<file path="config.mk">
export PLATFORM = sky130hd
export DESIGN_NAME = cspm_power_seq
export DESIGN_NICKNAME = d
export VERILOG_FILES = /design/src/core/cspm_pkg.sv /design/src/core/cspm_power_seq.sv
export SDC_FILE = /design/constraint.sdc
export NUM_CORES = 1
export LEC_CHECK = 0
export ABC_AREA = 1
export BUFFER_PORTS_ARGS = -buffer_cell sky130_fd_sc_hd__buf_2
export CELL_PAD_IN_SITES_DETAIL_PLACEMENT = 0
export CELL_PAD_IN_SITES_GLOBAL_PLACEMENT = 1
export CORE_MARGIN = 2
export CORE_UTILIZATION = 35
export DETAILED_ROUTE_END_ITERATION = 6
export GPL_ROUTABILITY_DRIVEN = 1
export PLACE_DENSITY_LB_ADDON = 0.1
export SLEW_MARGIN = 20
export SYNTH_ARGS = -nofsm -noshare
export SYNTH_HDL_FRONTEND = slang
export SYNTH_SLANG_ARGS = --single-unit
</file>
<file path="constraint.sdc">
create_clock -name ref_clk_in -period 1.46 [get_ports ref_clk_in]
set_input_delay 0.292 -clock ref_clk_in [delete_from_list [all_inputs] [get_ports ref_clk_in]]
set_output_delay 0.292 -clock ref_clk_in [all_outputs]
set_load 0.02 [all_outputs]
</file>
<file path="src/core/cspm_pkg.sv">
// Shared constants and carrier types for the card slot power sequencer
package cspm_pkg;
    // Clock period in ns
    localparam int CLK_PERIOD_NS = 40;
    // Power state codes, D0 to D3
    localparam logic [1:0] PS_D0 = 2'h0;
    localparam logic [1:0] PS_D1 = 2'h1;
    localparam logic [1:0] PS_D2 = 2'h2;
    localparam logic [1:0] PS_D3 = 2'h3;
    localparam logic [1:0] PS_RESET = PS_D0;
    // Restore times after a return to D0
    localparam int RESUME_LOW_NS = 1000;
    localparam int RESUME_D3_NS = 10000;
    localparam int RESUME_LOW_CYC = (RESUME_LOW_NS + CLK_PERIOD_NS - 1)
        / CLK_PERIOD_NS;
    localparam int RESUME_D3_CYC = (RESUME_D3_NS + CLK_PERIOD_NS - 1)
        / CLK_PERIOD_NS;
    localparam int RESUME_W = 9;
    // Bus command response latency in cycles
    localparam int ACC_D0_CYC = 1;
    localparam int ACC_LOW_CYC = 3;
    localparam int ACC_W = 2;
    // Reset values
    localparam logic WAKE_EN_RESET = 1'b0;
    // Access sequencer states
    typedef enum logic {ACC_IDLE, ACC_WAIT} cspm_acc_state_t;
    // Power state command from the host
    typedef struct packed {
        logic valid;
        logic [1:0] state;
    } cspm_cmd_t;
    // Answer to a processor access toward the cards
    typedef struct packed {
        logic ack;
        logic blocked;
    } cspm_resp_t;
endpackage

</file>
<file path="src/core/cspm_power_seq.sv">
// Card slot controller power state sequencer
// Summary of operation
// - D0 forwards status-change and functional interrupts
// - D0 lets processor accesses reach cards once resume is done
// - D0 slot power follows software setting
// - D0 forwards status-change from unpowered card
// - D1 masks status-change and functional interrupts
// - D1 status-change pin event raises wake
// - D1 never raises functional interrupts
// - D1 keeps slot power and wake enable register values
// - D1 blocks processor accesses to cards
// - D1 freezes slot power at entry
// - D1 resume is quicker than D3
// - D1 response never faster than D0
// - D2 behaves exactly like D1
// - D3 ignores events, power off, context lost
// - Leaving D3 restores power-on defaults
`timescale 1ns/1ps
module cspm_power_seq #(
    parameter int NUM_SLOTS = 2,
    parameter bit D1_SUPPORTED = 1'b1,
    parameter bit D2_SUPPORTED = 1'b1
) (
    // Clock and reset
    input wire logic ref_clk_in,
    input wire logic reset_n_in,
    // Power state command
    input wire cspm_pkg::cspm_cmd_t cmd_in,
    // Software configuration
    input wire logic cfg_we_in,
    input wire logic cfg_wake_en_in,
    input wire logic [NUM_SLOTS-1:0] cfg_slot_power_in,
    // Card side events
    input wire logic [NUM_SLOTS-1:0] card_status_change_pin_in,
    input wire logic [NUM_SLOTS-1:0] card_func_irq_in,
    // Processor access toward the cards
    input wire logic acc_req_in,
    output logic acc_busy_out,
    output cspm_pkg::cspm_resp_t acc_resp_out,
    // Host interrupts and wake
    output logic [NUM_SLOTS-1:0] status_change_irq_out,
    output logic [NUM_SLOTS-1:0] func_irq_out,
    output logic wake_out,
    // Slot power and status
    output logic [NUM_SLOTS-1:0] slot_power_out,
    output logic [1:0] power_state_out,
    output logic ready_out
);
    import cspm_pkg::*;

    function automatic logic state_supported(input logic [1:0] s);
        state_supported = (s == PS_D0) || (s == PS_D3) ||
            ((s == PS_D1) && D1_SUPPORTED) || ((s == PS_D2) && D2_SUPPORTED);
    endfunction

    logic [1:0] ps;
    logic wake_en;
    logic [NUM_SLOTS-1:0] power_ctrl;
    logic [NUM_SLOTS-1:0] pin_q;
    logic [RESUME_W-1:0] resume_cnt;
    cspm_acc_state_t acc_state;
    logic [ACC_W-1:0] acc_cnt;
    logic acc_grant;

    // Decoding
    wire cmd_ok = cmd_in.valid && state_supported(cmd_in.state);
    wire low_state = (ps == PS_D1) || (ps == PS_D2);
    wire in_d3 = (ps == PS_D3);
    wire to_d0 = cmd_ok && (cmd_in.state == PS_D0);
    wire to_d3 = cmd_ok && (cmd_in.state == PS_D3);
    wire leaving_d3 = to_d0 && in_d3;
    wire resuming = (resume_cnt != '0);
    wire d0_ready = (ps == PS_D0) && !resuming;
    wire [NUM_SLOTS-1:0] sc_event = card_status_change_pin_in & ~pin_q;
    wire [1:0] next_ps = cmd_ok ? cmd_in.state : ps;
    wire sw_write = cfg_we_in && d0_ready;
    wire ctx_clear = to_d3 || in_d3;
    wire [NUM_SLOTS-1:0] next_power_ctrl = ctx_clear ? '0 :
        (sw_write ? cfg_slot_power_in : power_ctrl);
    wire next_wake_en = ctx_clear ? WAKE_EN_RESET :
        (sw_write ? cfg_wake_en_in : wake_en);
    wire [NUM_SLOTS-1:0] next_slot_power = in_d3 ? '0 : power_ctrl;
    wire [NUM_SLOTS-1:0] next_sc_irq = (ps == PS_D0) ? sc_event : '0;
    wire [NUM_SLOTS-1:0] next_func_irq =
        (ps == PS_D0) ? card_func_irq_in : '0;
    wire wake_set = low_state && wake_en && (|sc_event);
    wire next_wake = wake_set || (wake_out && !to_d0);
    wire [RESUME_W-1:0] next_resume_cnt =
        leaving_d3 ? RESUME_W'(RESUME_D3_CYC) :
        ((to_d0 && low_state) ? RESUME_W'(RESUME_LOW_CYC) :
        (resuming ? resume_cnt - 1'b1 : resume_cnt));
    wire next_ready = (next_ps == PS_D0) && (next_resume_cnt == '0);
    wire acc_take = (acc_state == ACC_IDLE) && acc_req_in;
    wire [ACC_W-1:0] acc_load = d0_ready ? ACC_W'(ACC_D0_CYC) :
        ACC_W'(ACC_LOW_CYC);
    wire acc_done = (acc_state == ACC_WAIT) && (acc_cnt == ACC_W'(1));

    // Power state and context
    always_ff @(posedge ref_clk_in) begin
        if (!reset_n_in) begin
            ps <= PS_RESET;
            power_ctrl <= '0;
            wake_en <= WAKE_EN_RESET;
            resume_cnt <= '0;
        end else begin
            ps <= next_ps;
            power_ctrl <= next_power_ctrl;
            wake_en <= next_wake_en;
            resume_cnt <= next_resume_cnt;
        end
    end

    // Card events and host side outputs
    always_ff @(posedge ref_clk_in) begin
        if (!reset_n_in) begin
            pin_q <= '0;
            status_change_irq_out <= '0;
            func_irq_out <= '0;
            wake_out <= 1'b0;
            slot_power_out <= '0;
            power_state_out <= PS_RESET;
            ready_out <= 1'b1;
        end else begin
            pin_q <= card_status_change_pin_in;
            status_change_irq_out <= next_sc_irq;
            func_irq_out <= next_func_irq;
            wake_out <= next_wake;
            slot_power_out <= next_slot_power;
            power_state_out <= next_ps;
            ready_out <= next_ready;
        end
    end

    // Processor access sequencer
    always_ff @(posedge ref_clk_in) begin
        if (!reset_n_in) begin
            acc_state <= ACC_IDLE;
            acc_cnt <= '0;
            acc_grant <= 1'b0;
            acc_busy_out <= 1'b0;
            acc_resp_out <= '0;
        end else begin
            acc_resp_out <= '0;
            if (acc_take) begin
                acc_state <= ACC_WAIT;
                acc_cnt <= acc_load;
                acc_grant <= d0_ready;
                acc_busy_out <= 1'b1;
            end else if (acc_done) begin
                acc_state <= ACC_IDLE;
                acc_busy_out <= 1'b0;
                acc_resp_out.ack <= acc_grant;
                acc_resp_out.blocked <= !acc_grant;
            end else if (acc_state == ACC_WAIT) begin
                acc_cnt <= acc_cnt - 1'b1;
            end
        end
    end

    // Per slot status-change pulse
    for (genvar i = 0; i < NUM_SLOTS; i++) begin : g_slot_chk

    end
endmodule

</file>
==> impl_metrics.ini, run 1 <==
[place]
dp_slack_ps = -3.39
io_buffers = 26
place_area_um2 = 1660
dp_hpwl_um = 2490
gp_congestion = 0.785

[power]
leakage_nw = 0.925
peakVddDrop_mv = 0.602
p_per_area_nw_per_um2 = 2040

[setup_path]
cp-end-kind = register
critPathKind = reg2reg
setup.worst_path.start_class = register
path_cells = inv_4, ha_4, nand3_4, nor2_8, nor2_4, nor2_2, nand3_1, nor2_1, nand4_1, nand2_1
critPathArrivalTime_ps = 1630
crit_path_top_delay_cell = dfxtp_2
worstPathRequired_ps = 1690
worst-path-buf-inv = 1
crit_fanout = 6
slowest_delay_ps = 330
crit_family = simple AND/OR/NAND/NOR gates

[routing]
wl_met1_um = 1420
top_layer = met4
ant_nets = 0
wl_met3_um = 124
drt_iter0_markers = 77
drc = 0
vias_per_cell = 4.64
wire_per_inst_um = 11.4
vias = 1322
wl_um = 3240
wl_met2_um = 1640
drtPass1Iterations = 4

[job]
max_cap_violations = 0

[sta]
worst_slack_ps = 51.4
setup_viol = 0
rsz0062_at_grt = yes
clock-skew-final_ps = 3.22
max-slew-margin-rel_pct = 84.0
drv_slew = 0
max_freq_mhz = 710
min_period_ps = 1410
finalCritPeriodShare_pct = 96.5
worst_pin_slew_ps = 237
hold_violations = 0

[layout]
n_antenna_cell = 0
finish.utilization_pct = 47.4
syn2layout_area_growth_pct = 31.6
nets = 253
drive_above_1_share_pct = 33.2
postLayoutCellArea_um2 = 1880

[yosys]
synthDistinctLibCells = 27
synth_top_cell_area_share_pct = 42.0
postSynthAreaPerCell_um2 = 7.44
yosysWarnings = 0
syn-cell-area_um2 = 1430
netlist_top_cells_count = nand2_1, dfxtp_1, inv_1, nor2_1, nand3_1
yosysSeqAreaShare_pct = 42.0
async_flop_share_pct = 0
synth_seq_cells = 30
syn_nets = 211
yosys.cell_count.top_type = nand2_1
synth_cells = 192
synth_edf_count = 0
ys_top_cells_by_area = dfxtp_1, nand2_1, inv_1
synth_ff_type = dfxtp_1
yosysTopAreaCell = dfxtp_1

[die]
core_region_area_um2 = 3970
fp.dieW_um = 67.9
die_area_um2 = 4610
fp.dieH_um = 67.9
io_pins = 27
initial_core_util_pct = 36.0
core.rowCount = 23

[global_routing]
grt_max_degree = 11
grtUsageTotal_pct = 15.8
grt_pass1_wl_um = 5380
globalRouteOverflowTotal = 0
antenna_found_initial = 0
grt_pass1_vias = 1224

[clock_network]
htree_levels = 2
cts-root-buf = clkbuf_8
cts_sinks = 30
cts_buffer_depth = 2
clk_latency_ps = 280
cts_made_buffers = 5
clkTransAtPathRegs_ps = 60
cts_tree = yes
hold_buffers = 0

[min_path]
hp-class = in2reg

[status]
status = finished, final reports clean
[worst register-to-register path, cell delays in order, from the launching register on]
cell and delay [ps]:
dfxtp_2 330, inv_4 80, ha_4 160, nand3_4 100, nor2_8 180, nor2_4 40, nor2_2 120, nand3_1 80
nor2_1 110, nand4_1 90, nand2_1 60
[power by group]
part	leakage, nW	switching [mW]	internal (mW)	total (mW)
sequential	0.248	0.147	0.988	1.13
combinational	0.630	1.19	0.816	2.01
clock	0.0472	0.317	0.378	0.695
[what timing repair did]
item / CTS / global route
buffers inserted: 0 / 5
gates resized for setup: 4 / 19
endpoints found under the setup margin: 1 / 6
pin swaps: 0 / 8
[metrics by stage]
| stage | instances | setup TNS [ps] | hold WS, ps | total power [mW] |
|---|---|---|---|---|
| 2_1_floorplan | 192 | 0 | 361 | 2.42 |
| 3_3_place_gp | 272 | 0 | 410 | 2.82 |
| 3_5_place_dp | 272 | -3.39 | 409 | 2.82 |
| 4_1_cts | 280 | 0 | 200 | 3.54 |
| 5_1_grt | 285 | -13.5 | 209 | 4.16 |
| 6_report | 285 | 0 | 206 | 3.84 |
[logic make-up after synthesis]
| logic type | synth area share [%] |
|---|---|
| buf+inv | 9.46 |
| simple gates | 36.2 |
| fa+ha+maj | 4.38 |
| flops | 42.0 |
| compound gates | 6.74 |
| xor+xnor | 1.23 |
[state kept, by name, indices dropped and copies added (netlist names)]
name                   count
wake_en                    1
power_ctrl                 2
func_irq_out               2
wake_out                   1
power_state_out            2
acc_busy_out               1
acc_cnt                    2
status_change_irq_out      2
slot_power_out             2
ready_out                  1
acc_grant                  1
resume_cnt                 9
acc_resp_out               2
pin_q                      2
[routing by layer]
| metal | GRT usage, % | vias up |
|---|---|---|
| met5 | 0 | - |
| met4 | 6.00 | 0 |
| met3 | 3.95 | 6 |
| met2 | 25.6 | 27 |
| met1 | 20.3 | 603 |
| li1 | - | 686 |
[placed cells by master (no fill, tap or decap), types with 3 or more instances in the layout]
cell and n:
inv_1 27, dfxtp_1 25, ha_4 3, nand2_1 35, nor2_1 26, nand3_1 13, a211oi_1 4, nor3_1 5
buf_2 26, buf_4 10, dfxtp_2 5, clkbuf_8 6, inv_2 6, nand2_2 3, nor2_4 5, a21oi_1 8
[final cells by class]
cell class	count	area, µm²
clock buffer	6	82.6
inverter	35	136
clock inverter	2	12.5
multi-input combinational	126	774
tap	50	62.6
timing repair buffer	36	205
fill	432	2090
sequential	30	607
[worst paths after layout]
check                                     from                        to  slack, ps  cells past startpoint
setup / recovery                 resume_cnt[1]                 ready_out         50                     10
hold / removal    card_status_change_pin_in[1]                  pin_q[1]        210                      3
hold reg to reg                       pin_q[0]  status_change_irq_out[0]        420                      1
setup reg to reg                 resume_cnt[1]                 ready_out         50                     10
Note: power is estimated with default switching activity, not from simulation.
==> run 2: changes to the inputs <==
--- a/config.mk
+++ b/config.mk
@@ -6,12 +6,13 @@
 export NUM_CORES = 1
 export LEC_CHECK = 0
 export ABC_AREA = 1
-export BUFFER_PORTS_ARGS = -buffer_cell sky130_fd_sc_hd__buf_2
 export CELL_PAD_IN_SITES_DETAIL_PLACEMENT = 0
 export CELL_PAD_IN_SITES_GLOBAL_PLACEMENT = 1
 export CORE_MARGIN = 2
-export CORE_UTILIZATION = 35
+export CORE_UTILIZATION = 40
+export CTS_BUF_LIST = sky130_fd_sc_hd__clkbuf_4 sky130_fd_sc_hd__clkbuf_8 sky130_fd_sc_hd__clkbuf_16
 export DETAILED_ROUTE_END_ITERATION = 6
+export DONT_BUFFER_PORTS = 1
 export GPL_ROUTABILITY_DRIVEN = 1
 export PLACE_DENSITY_LB_ADDON = 0.1
 export SLEW_MARGIN = 20
==> run 2 against run 1 <==
  * Final area shrank 11%
  * Final cell count shrank 11%
  * Core utilization grew 2.2 points
  * Sequential power is essentially flat
  * Register-to-register slack is essentially flat
  * Global-route usage grew 0.38 points
  * Critical path depth is the same
  * Worst setup slack gained 12 ps
  * Largest cell class unchanged
==> impl_metrics.ini, run 2 (synthesis results as in run 1) <==
[routing]
vias = 1211
drtPass1Iterations = 4
drt_iter0_markers = 29
vias_per_cell = 4.77
drc = 0
wl_um = 2920
ant_nets = 0
wire_per_inst_um = 11.5

[place]
io_buffers = 0
place_area_um2 = 1550
dpl.cell_count = 245
dp_hpwl_um = 2320
dp_slack_ps = -33.7
gp_congestion = 0.772

[die]
core.rowCount = 21
fp.dieW_um = 63.8
core_region_area_um2 = 3390
die_area_um2 = 4070
initial_core_util_pct = 42.2
io_pins = 27
fp.dieH_um = 63.8

[power]
leakage_nw = 0.791
total_power_mw = 3.42
peakVddDrop_mv = 0.806
p_per_area_nw_per_um2 = 2040

[setup_path]
critPathArrivalTime_ps = 1680
r2r_cells = 10
setup.worst_path.start_class = register
worstPathRequired_ps = 1740
regToRegSetupSlack_ps = 60
crit_fanout = 6
worstReg2RegEnd = ready_out
critPathKind = reg2reg
cp-end-kind = register
r2r-start = resume_cnt[1]

[clock_network]
htree_levels = 2
cts_buffer_depth = 2
cts_tree = yes
hold_buffers = 0
cts_made_buffers = 5
cts_sinks = 30
clk_latency_ps = 330
cts-root-buf = clkbuf_4
clkTransAtPathRegs_ps = 100

[sta]
drv_slew = 0
worst_slack_ps = 63.5
finalCritPeriodShare_pct = 95.7
hold_violations = 0
max_freq_mhz = 716
setup_viol = 0
clock-skew-final_ps = 4.41
rsz0062_at_grt = yes
max-slew-margin-rel_pct = 80.2
worst_pin_slew_ps = 297
min_period_ps = 1400

[layout]
fillCellCount = 343
syn2layout_area_growth_pct = 17.6
final_common_cell = nand2_1
drive_above_1_share_pct = 25.0
nets = 226
layout.cells.most_common_list = nand2_1, inv_1, nor2_1, dfxtp_1, nand3_1
finalNonFillerCells = 254
postLayoutCellArea_um2 = 1680
largest_reg_flops = 9
top_register = resume_cnt
n_antenna_cell = 0

[min_path]
hp-class = in2reg
hold_end = ready_out
hold_path_depth = 1
hp-start = reset_n_in

[global_routing]
globalRouteOverflowTotal = 0
antenna_found_initial = 0
grt_max_degree = 18
grt_pass1_wl_um = 5020
grtUsageTotal_pct = 16.2
grt_pass1_vias = 1165

[status]
status = finished, final reports clean

[job]
max_cap_violations = 0
==> run 2: changes by cell type in the layout (fill, tap and decap cells not counted), moves of 2 or more <==
| cell | previous run | this run |
|---|---|---|
| buf_2 | 26 | 0 |
| clkbuf_4 | 0 | 5 |
| clkbuf_8 | 6 | 1 |
| nor2_2 | 2 | 5 |
| nor2_4 | 5 | 3 |
==> run 2: repair_timing <==
action,CTS,global route
buffers inserted,0,1
endpoints found under the setup margin,1,6
resized for setup,5,14
pin swaps,1,1
==> run 2: cell type report <==
| cell class | count | area, µm² | area share, % |
|---|---|---|---|
| clock inverters | 2 | 12.5 | 0.745 |
| flip-flops and latches | 30 | 607 | 36.1 |
| repair buffers | 9 | 67.6 | 4.02 |
| inverters | 35 | 134 | 7.97 |
| well taps | 46 | 57.6 | 3.43 |
| clock buffers | 6 | 51.3 | 3.05 |
| multi-input cells | 126 | 751 | 44.7 |
==> run 2: critical path, cell delays in order (launching register included) <==
cell and delay (ps):
dfxtp_2 340, inv_2 80, ha_4 160, nand3_4 110, nor2_8 140, nor2_1 60
nor2_1 130, nand2_1 70, nor2_1 110, nand4_1 90, nand2_1 60
==> run 2: routing by layer <==
| metal | vias to the layer above | track usage [%] | routed length [µm] |
|---|---|---|---|
| met3 | 6 | 5.11 | 157 |
| met1 | 550 | 18.6 | 1210 |
| met5 | - | 0 | 0 |
| li1 | 634 | - | - |
| met2 | 21 | 27.9 | 1490 |
| met4 | 0 | 6.52 | 59 |
==> run 2: how the worst max path moves through the flow <==
| stage | from | end |
|---|---|---|
| floorplan | power_state_out[0] | ready_out |
| global placement | resume_cnt[0] | ready_out |
| detailed placement | resume_cnt[0] | ready_out |
| CTS | resume_cnt[6] | ready_out |
| global route | resume_cnt[1] | ready_out |
| finish | resume_cnt[1] | ready_out |
==> run 2: stage by stage <==
step	hold slack, ps	setup TNS [ps]	utilization, %
floorplan	361	0	-
CTS	12.0	0	48.0
detailed placement	367	-33.7	45.6
finish	27.5	0	49.6
global placement	365	-4.82	45.6
global route	17.7	-78.8	49.6
==> run 2: report_power, final <==
part           leakage (nW)  total (mW)  switching (mW)  internal, mW
Sequential            0.248        1.16           0.172         0.988
Combinational         0.509        1.74            1.05         0.686
Clock                0.0343       0.528           0.297         0.231
Total                 0.791        3.42            1.52          1.91
==> run 3: changes to the inputs <==
--- a/config.mk
+++ b/config.mk
@@ -14,7 +14,7 @@
 export DETAILED_ROUTE_END_ITERATION = 6
 export DONT_BUFFER_PORTS = 1
 export GPL_ROUTABILITY_DRIVEN = 1
-export PLACE_DENSITY_LB_ADDON = 0.1
+export PLACE_DENSITY = 0.77
 export SLEW_MARGIN = 20
 export SYNTH_ARGS = -nofsm -noshare
 export SYNTH_HDL_FRONTEND = slang
==> run 3 against run 2 <==
  * Worst setup slack worse by 51 ps
  * Combinational power grew 7%
  * Sequential share of layout area is 0.42 points lower
  * Core utilization is 0.48 points higher
  * Critical path depth decreased by 2
  * Maximum frequency is 3.5% lower
  * First-iteration DRC count fell by 24%
  * Clock-buffer cell count increased by 1
  * Clock power grew 1%
  * Global-route usage decreased by 0.61 points
  * Highest routed layer unchanged
==> impl_metrics.ini, run 3 (synthesis results as in run 1) <==
[min_path]
hp-start = reset_n_in
hold_end = ready_out
hold_path_depth = 1
hp-class = in2reg

[job]
max_cap_violations = 0

[setup_path]
cp-end-kind = register
regToRegSetupSlack_ps = 10
critPathLaunch = resume_cnt[1]
crit_fanout = 6
setup.worst_path.start_class = register
worstPathRequired_ps = 1680
r2r-start = resume_cnt[1]
worstReg2RegEnd = power_ctrl[0]
r2r_cells = 8
critPathArrivalTime_ps = 1670
critPathKind = reg2reg

[power]
clkPwrFrac_pct = 15.1
internal-power_mw = 2.00
p_comb_share_pct = 52.5
p_per_area_nw_per_um2 = 2090
p_switching_mw = 1.54
seqPwrFrac_pct = 32.5
leakage_nw = 0.810
p_sw_share_pct = 43.4
peakVddDrop_mv = 0.984

[die]
fp.dieW_um = 63.8
core.rowCount = 21
initial_core_util_pct = 42.2
die_area_um2 = 4070
core_region_area_um2 = 3390
fp.dieH_um = 63.8
io_pins = 27

[sta]
drv_slew = 0
finalCritPeriodShare_pct = 99.1
setup_viol = 0
rsz0062_at_grt = yes
worst_pin_slew_ps = 307
holdWs_ps = 28.4
clock-skew-final_ps = 9.65
hold_violations = 0
max_freq_mhz = 691
tns_ps = 0
max-slew-margin-rel_pct = 79.5
min_period_ps = 1450

[layout]
nets = 230
drive_above_1_share_pct = 25.9
top_register = resume_cnt
fillCellCount = 346
largest_reg_flops = 9
final_common_cell = nand2_1
syn2layout_area_growth_pct = 18.7
finish.utilization_pct = 50.1
layout.cells.most_common_list = nand2_1, inv_1, nor2_1, dfxtp_1
n_antenna_cell = 0

[routing]
drt_iter0_markers = 22
wl_um = 3070
drc = 0
wire_per_inst_um = 11.9
vias_per_cell = 4.81
drtPass1Iterations = 4
vias = 1240
ant_nets = 0

[global_routing]
grtUsageTotal_pct = 15.6
grt_pass1_vias = 1130
grt_max_degree = 18
grt_pass1_wl_um = 4850
globalRouteOverflowTotal = 0
antenna_found_initial = 0

[clock_network]
cts_sinks = 30
htree_levels = 2
cts-root-buf = clkbuf_4
clk_latency_ps = 330
cts_buffer_depth = 2
hold_buffers = 0
cts_tree = yes
cts_made_buffers = 5
clkTransAtPathRegs_ps = 100

[place]
io_buffers = 0
dp_hpwl_um = 2220
gp_congestion = 0.835

[status]
status = finished, final reports clean
-- run 3: cell count changes in the layout (fill, tap and decap cells not counted), sizes merged --
cell,previous run,this run
buf,9,13
clkinvlp,1,0
clkbuf,6,7
-- run 3: layout make-up --
cell class / count / area, µm² / share of cell area, %
Multi-Input combinational cell: 126 / 741 / 43.7
Sequential cell: 30 / 606 / 35.7
Inverter: 35 / 131 / 7.74
Timing Repair Buffer: 13 / 97.6 / 5.75
Clock buffer: 7 / 58.8 / 3.47
Tap cell: 46 / 57.6 / 3.39
Clock inverter: 1 / 5.00 / 0.295
-- run 3: metal layers --
layer	GRT usage (%)	vias up	share of wire [%]
li1	-	644	-
met1	17.5	554	42
met2	26.4	29	50
met3	5.28	13	5.0
met4	7.34	0	2.7
met5	0	-	0
-- run 3: worst max-delay path, cell delays in order (launching register included) --
cell,delay (ps)
dfxtp_2,350
inv_2,90
ha_4,170
nand3_4,110
nor2_8,170
buf_4,130
nand3_2,130
nor2_1,160
a211oi_2,50
-- run 3: worst max path at each step --
| stage | endpoint | cells after the start |
|---|---|---|
| 2_1_floorplan | ready_out | 10 |
| 3_3_place_gp | ready_out | 10 |
| 3_5_place_dp | ready_out | 10 |
| 4_1_cts | ready_out | 9 |
| 5_1_grt | ready_out | 10 |
| 6_report | power_ctrl[0] | 8 |
-- run 3: metrics by stage --
stage | cells | cell area (µm²) | worst slack (ps) | total power, mW
floorplan | 192 | 1430 | 51.2 | 2.42
global placement | 244 | 1540 | 12.1 | 2.75
detailed placement | 244 | 1540 | -7.42 | 2.76
CTS | 252 | 1620 | 23.1 | 3.36
global route | 258 | 1700 | -89.1 | 3.85
finish | 258 | 1700 | 12.7 | 3.54
-- run 3: power groups by stage --
| stage | clock [mW] | combinational (mW) | sequential [mW] |
|---|---|---|---|
| 4_1_cts | 0.560 | 1.66 | 1.14 |
| 5_1_grt | 0.591 | 2.09 | 1.16 |
| 2_1_floorplan | 0 | 1.29 | 1.13 |
| 3_3_place_gp | 0 | 1.60 | 1.15 |
| 3_5_place_dp | 0 | 1.61 | 1.15 |
| 6_report | 0.534 | 1.86 | 1.15 |
-- run 3: timing repair --
| item | in CTS | in global routing |
|---|---|---|
| endpoints found under the setup margin | 1 | 3 |
| pin swaps | 0 | 8 |
| hold endpoints to repair | 0 | 0 |
| gates resized for setup | 5 | 10 |
| setup buffers | 0 | 6 |
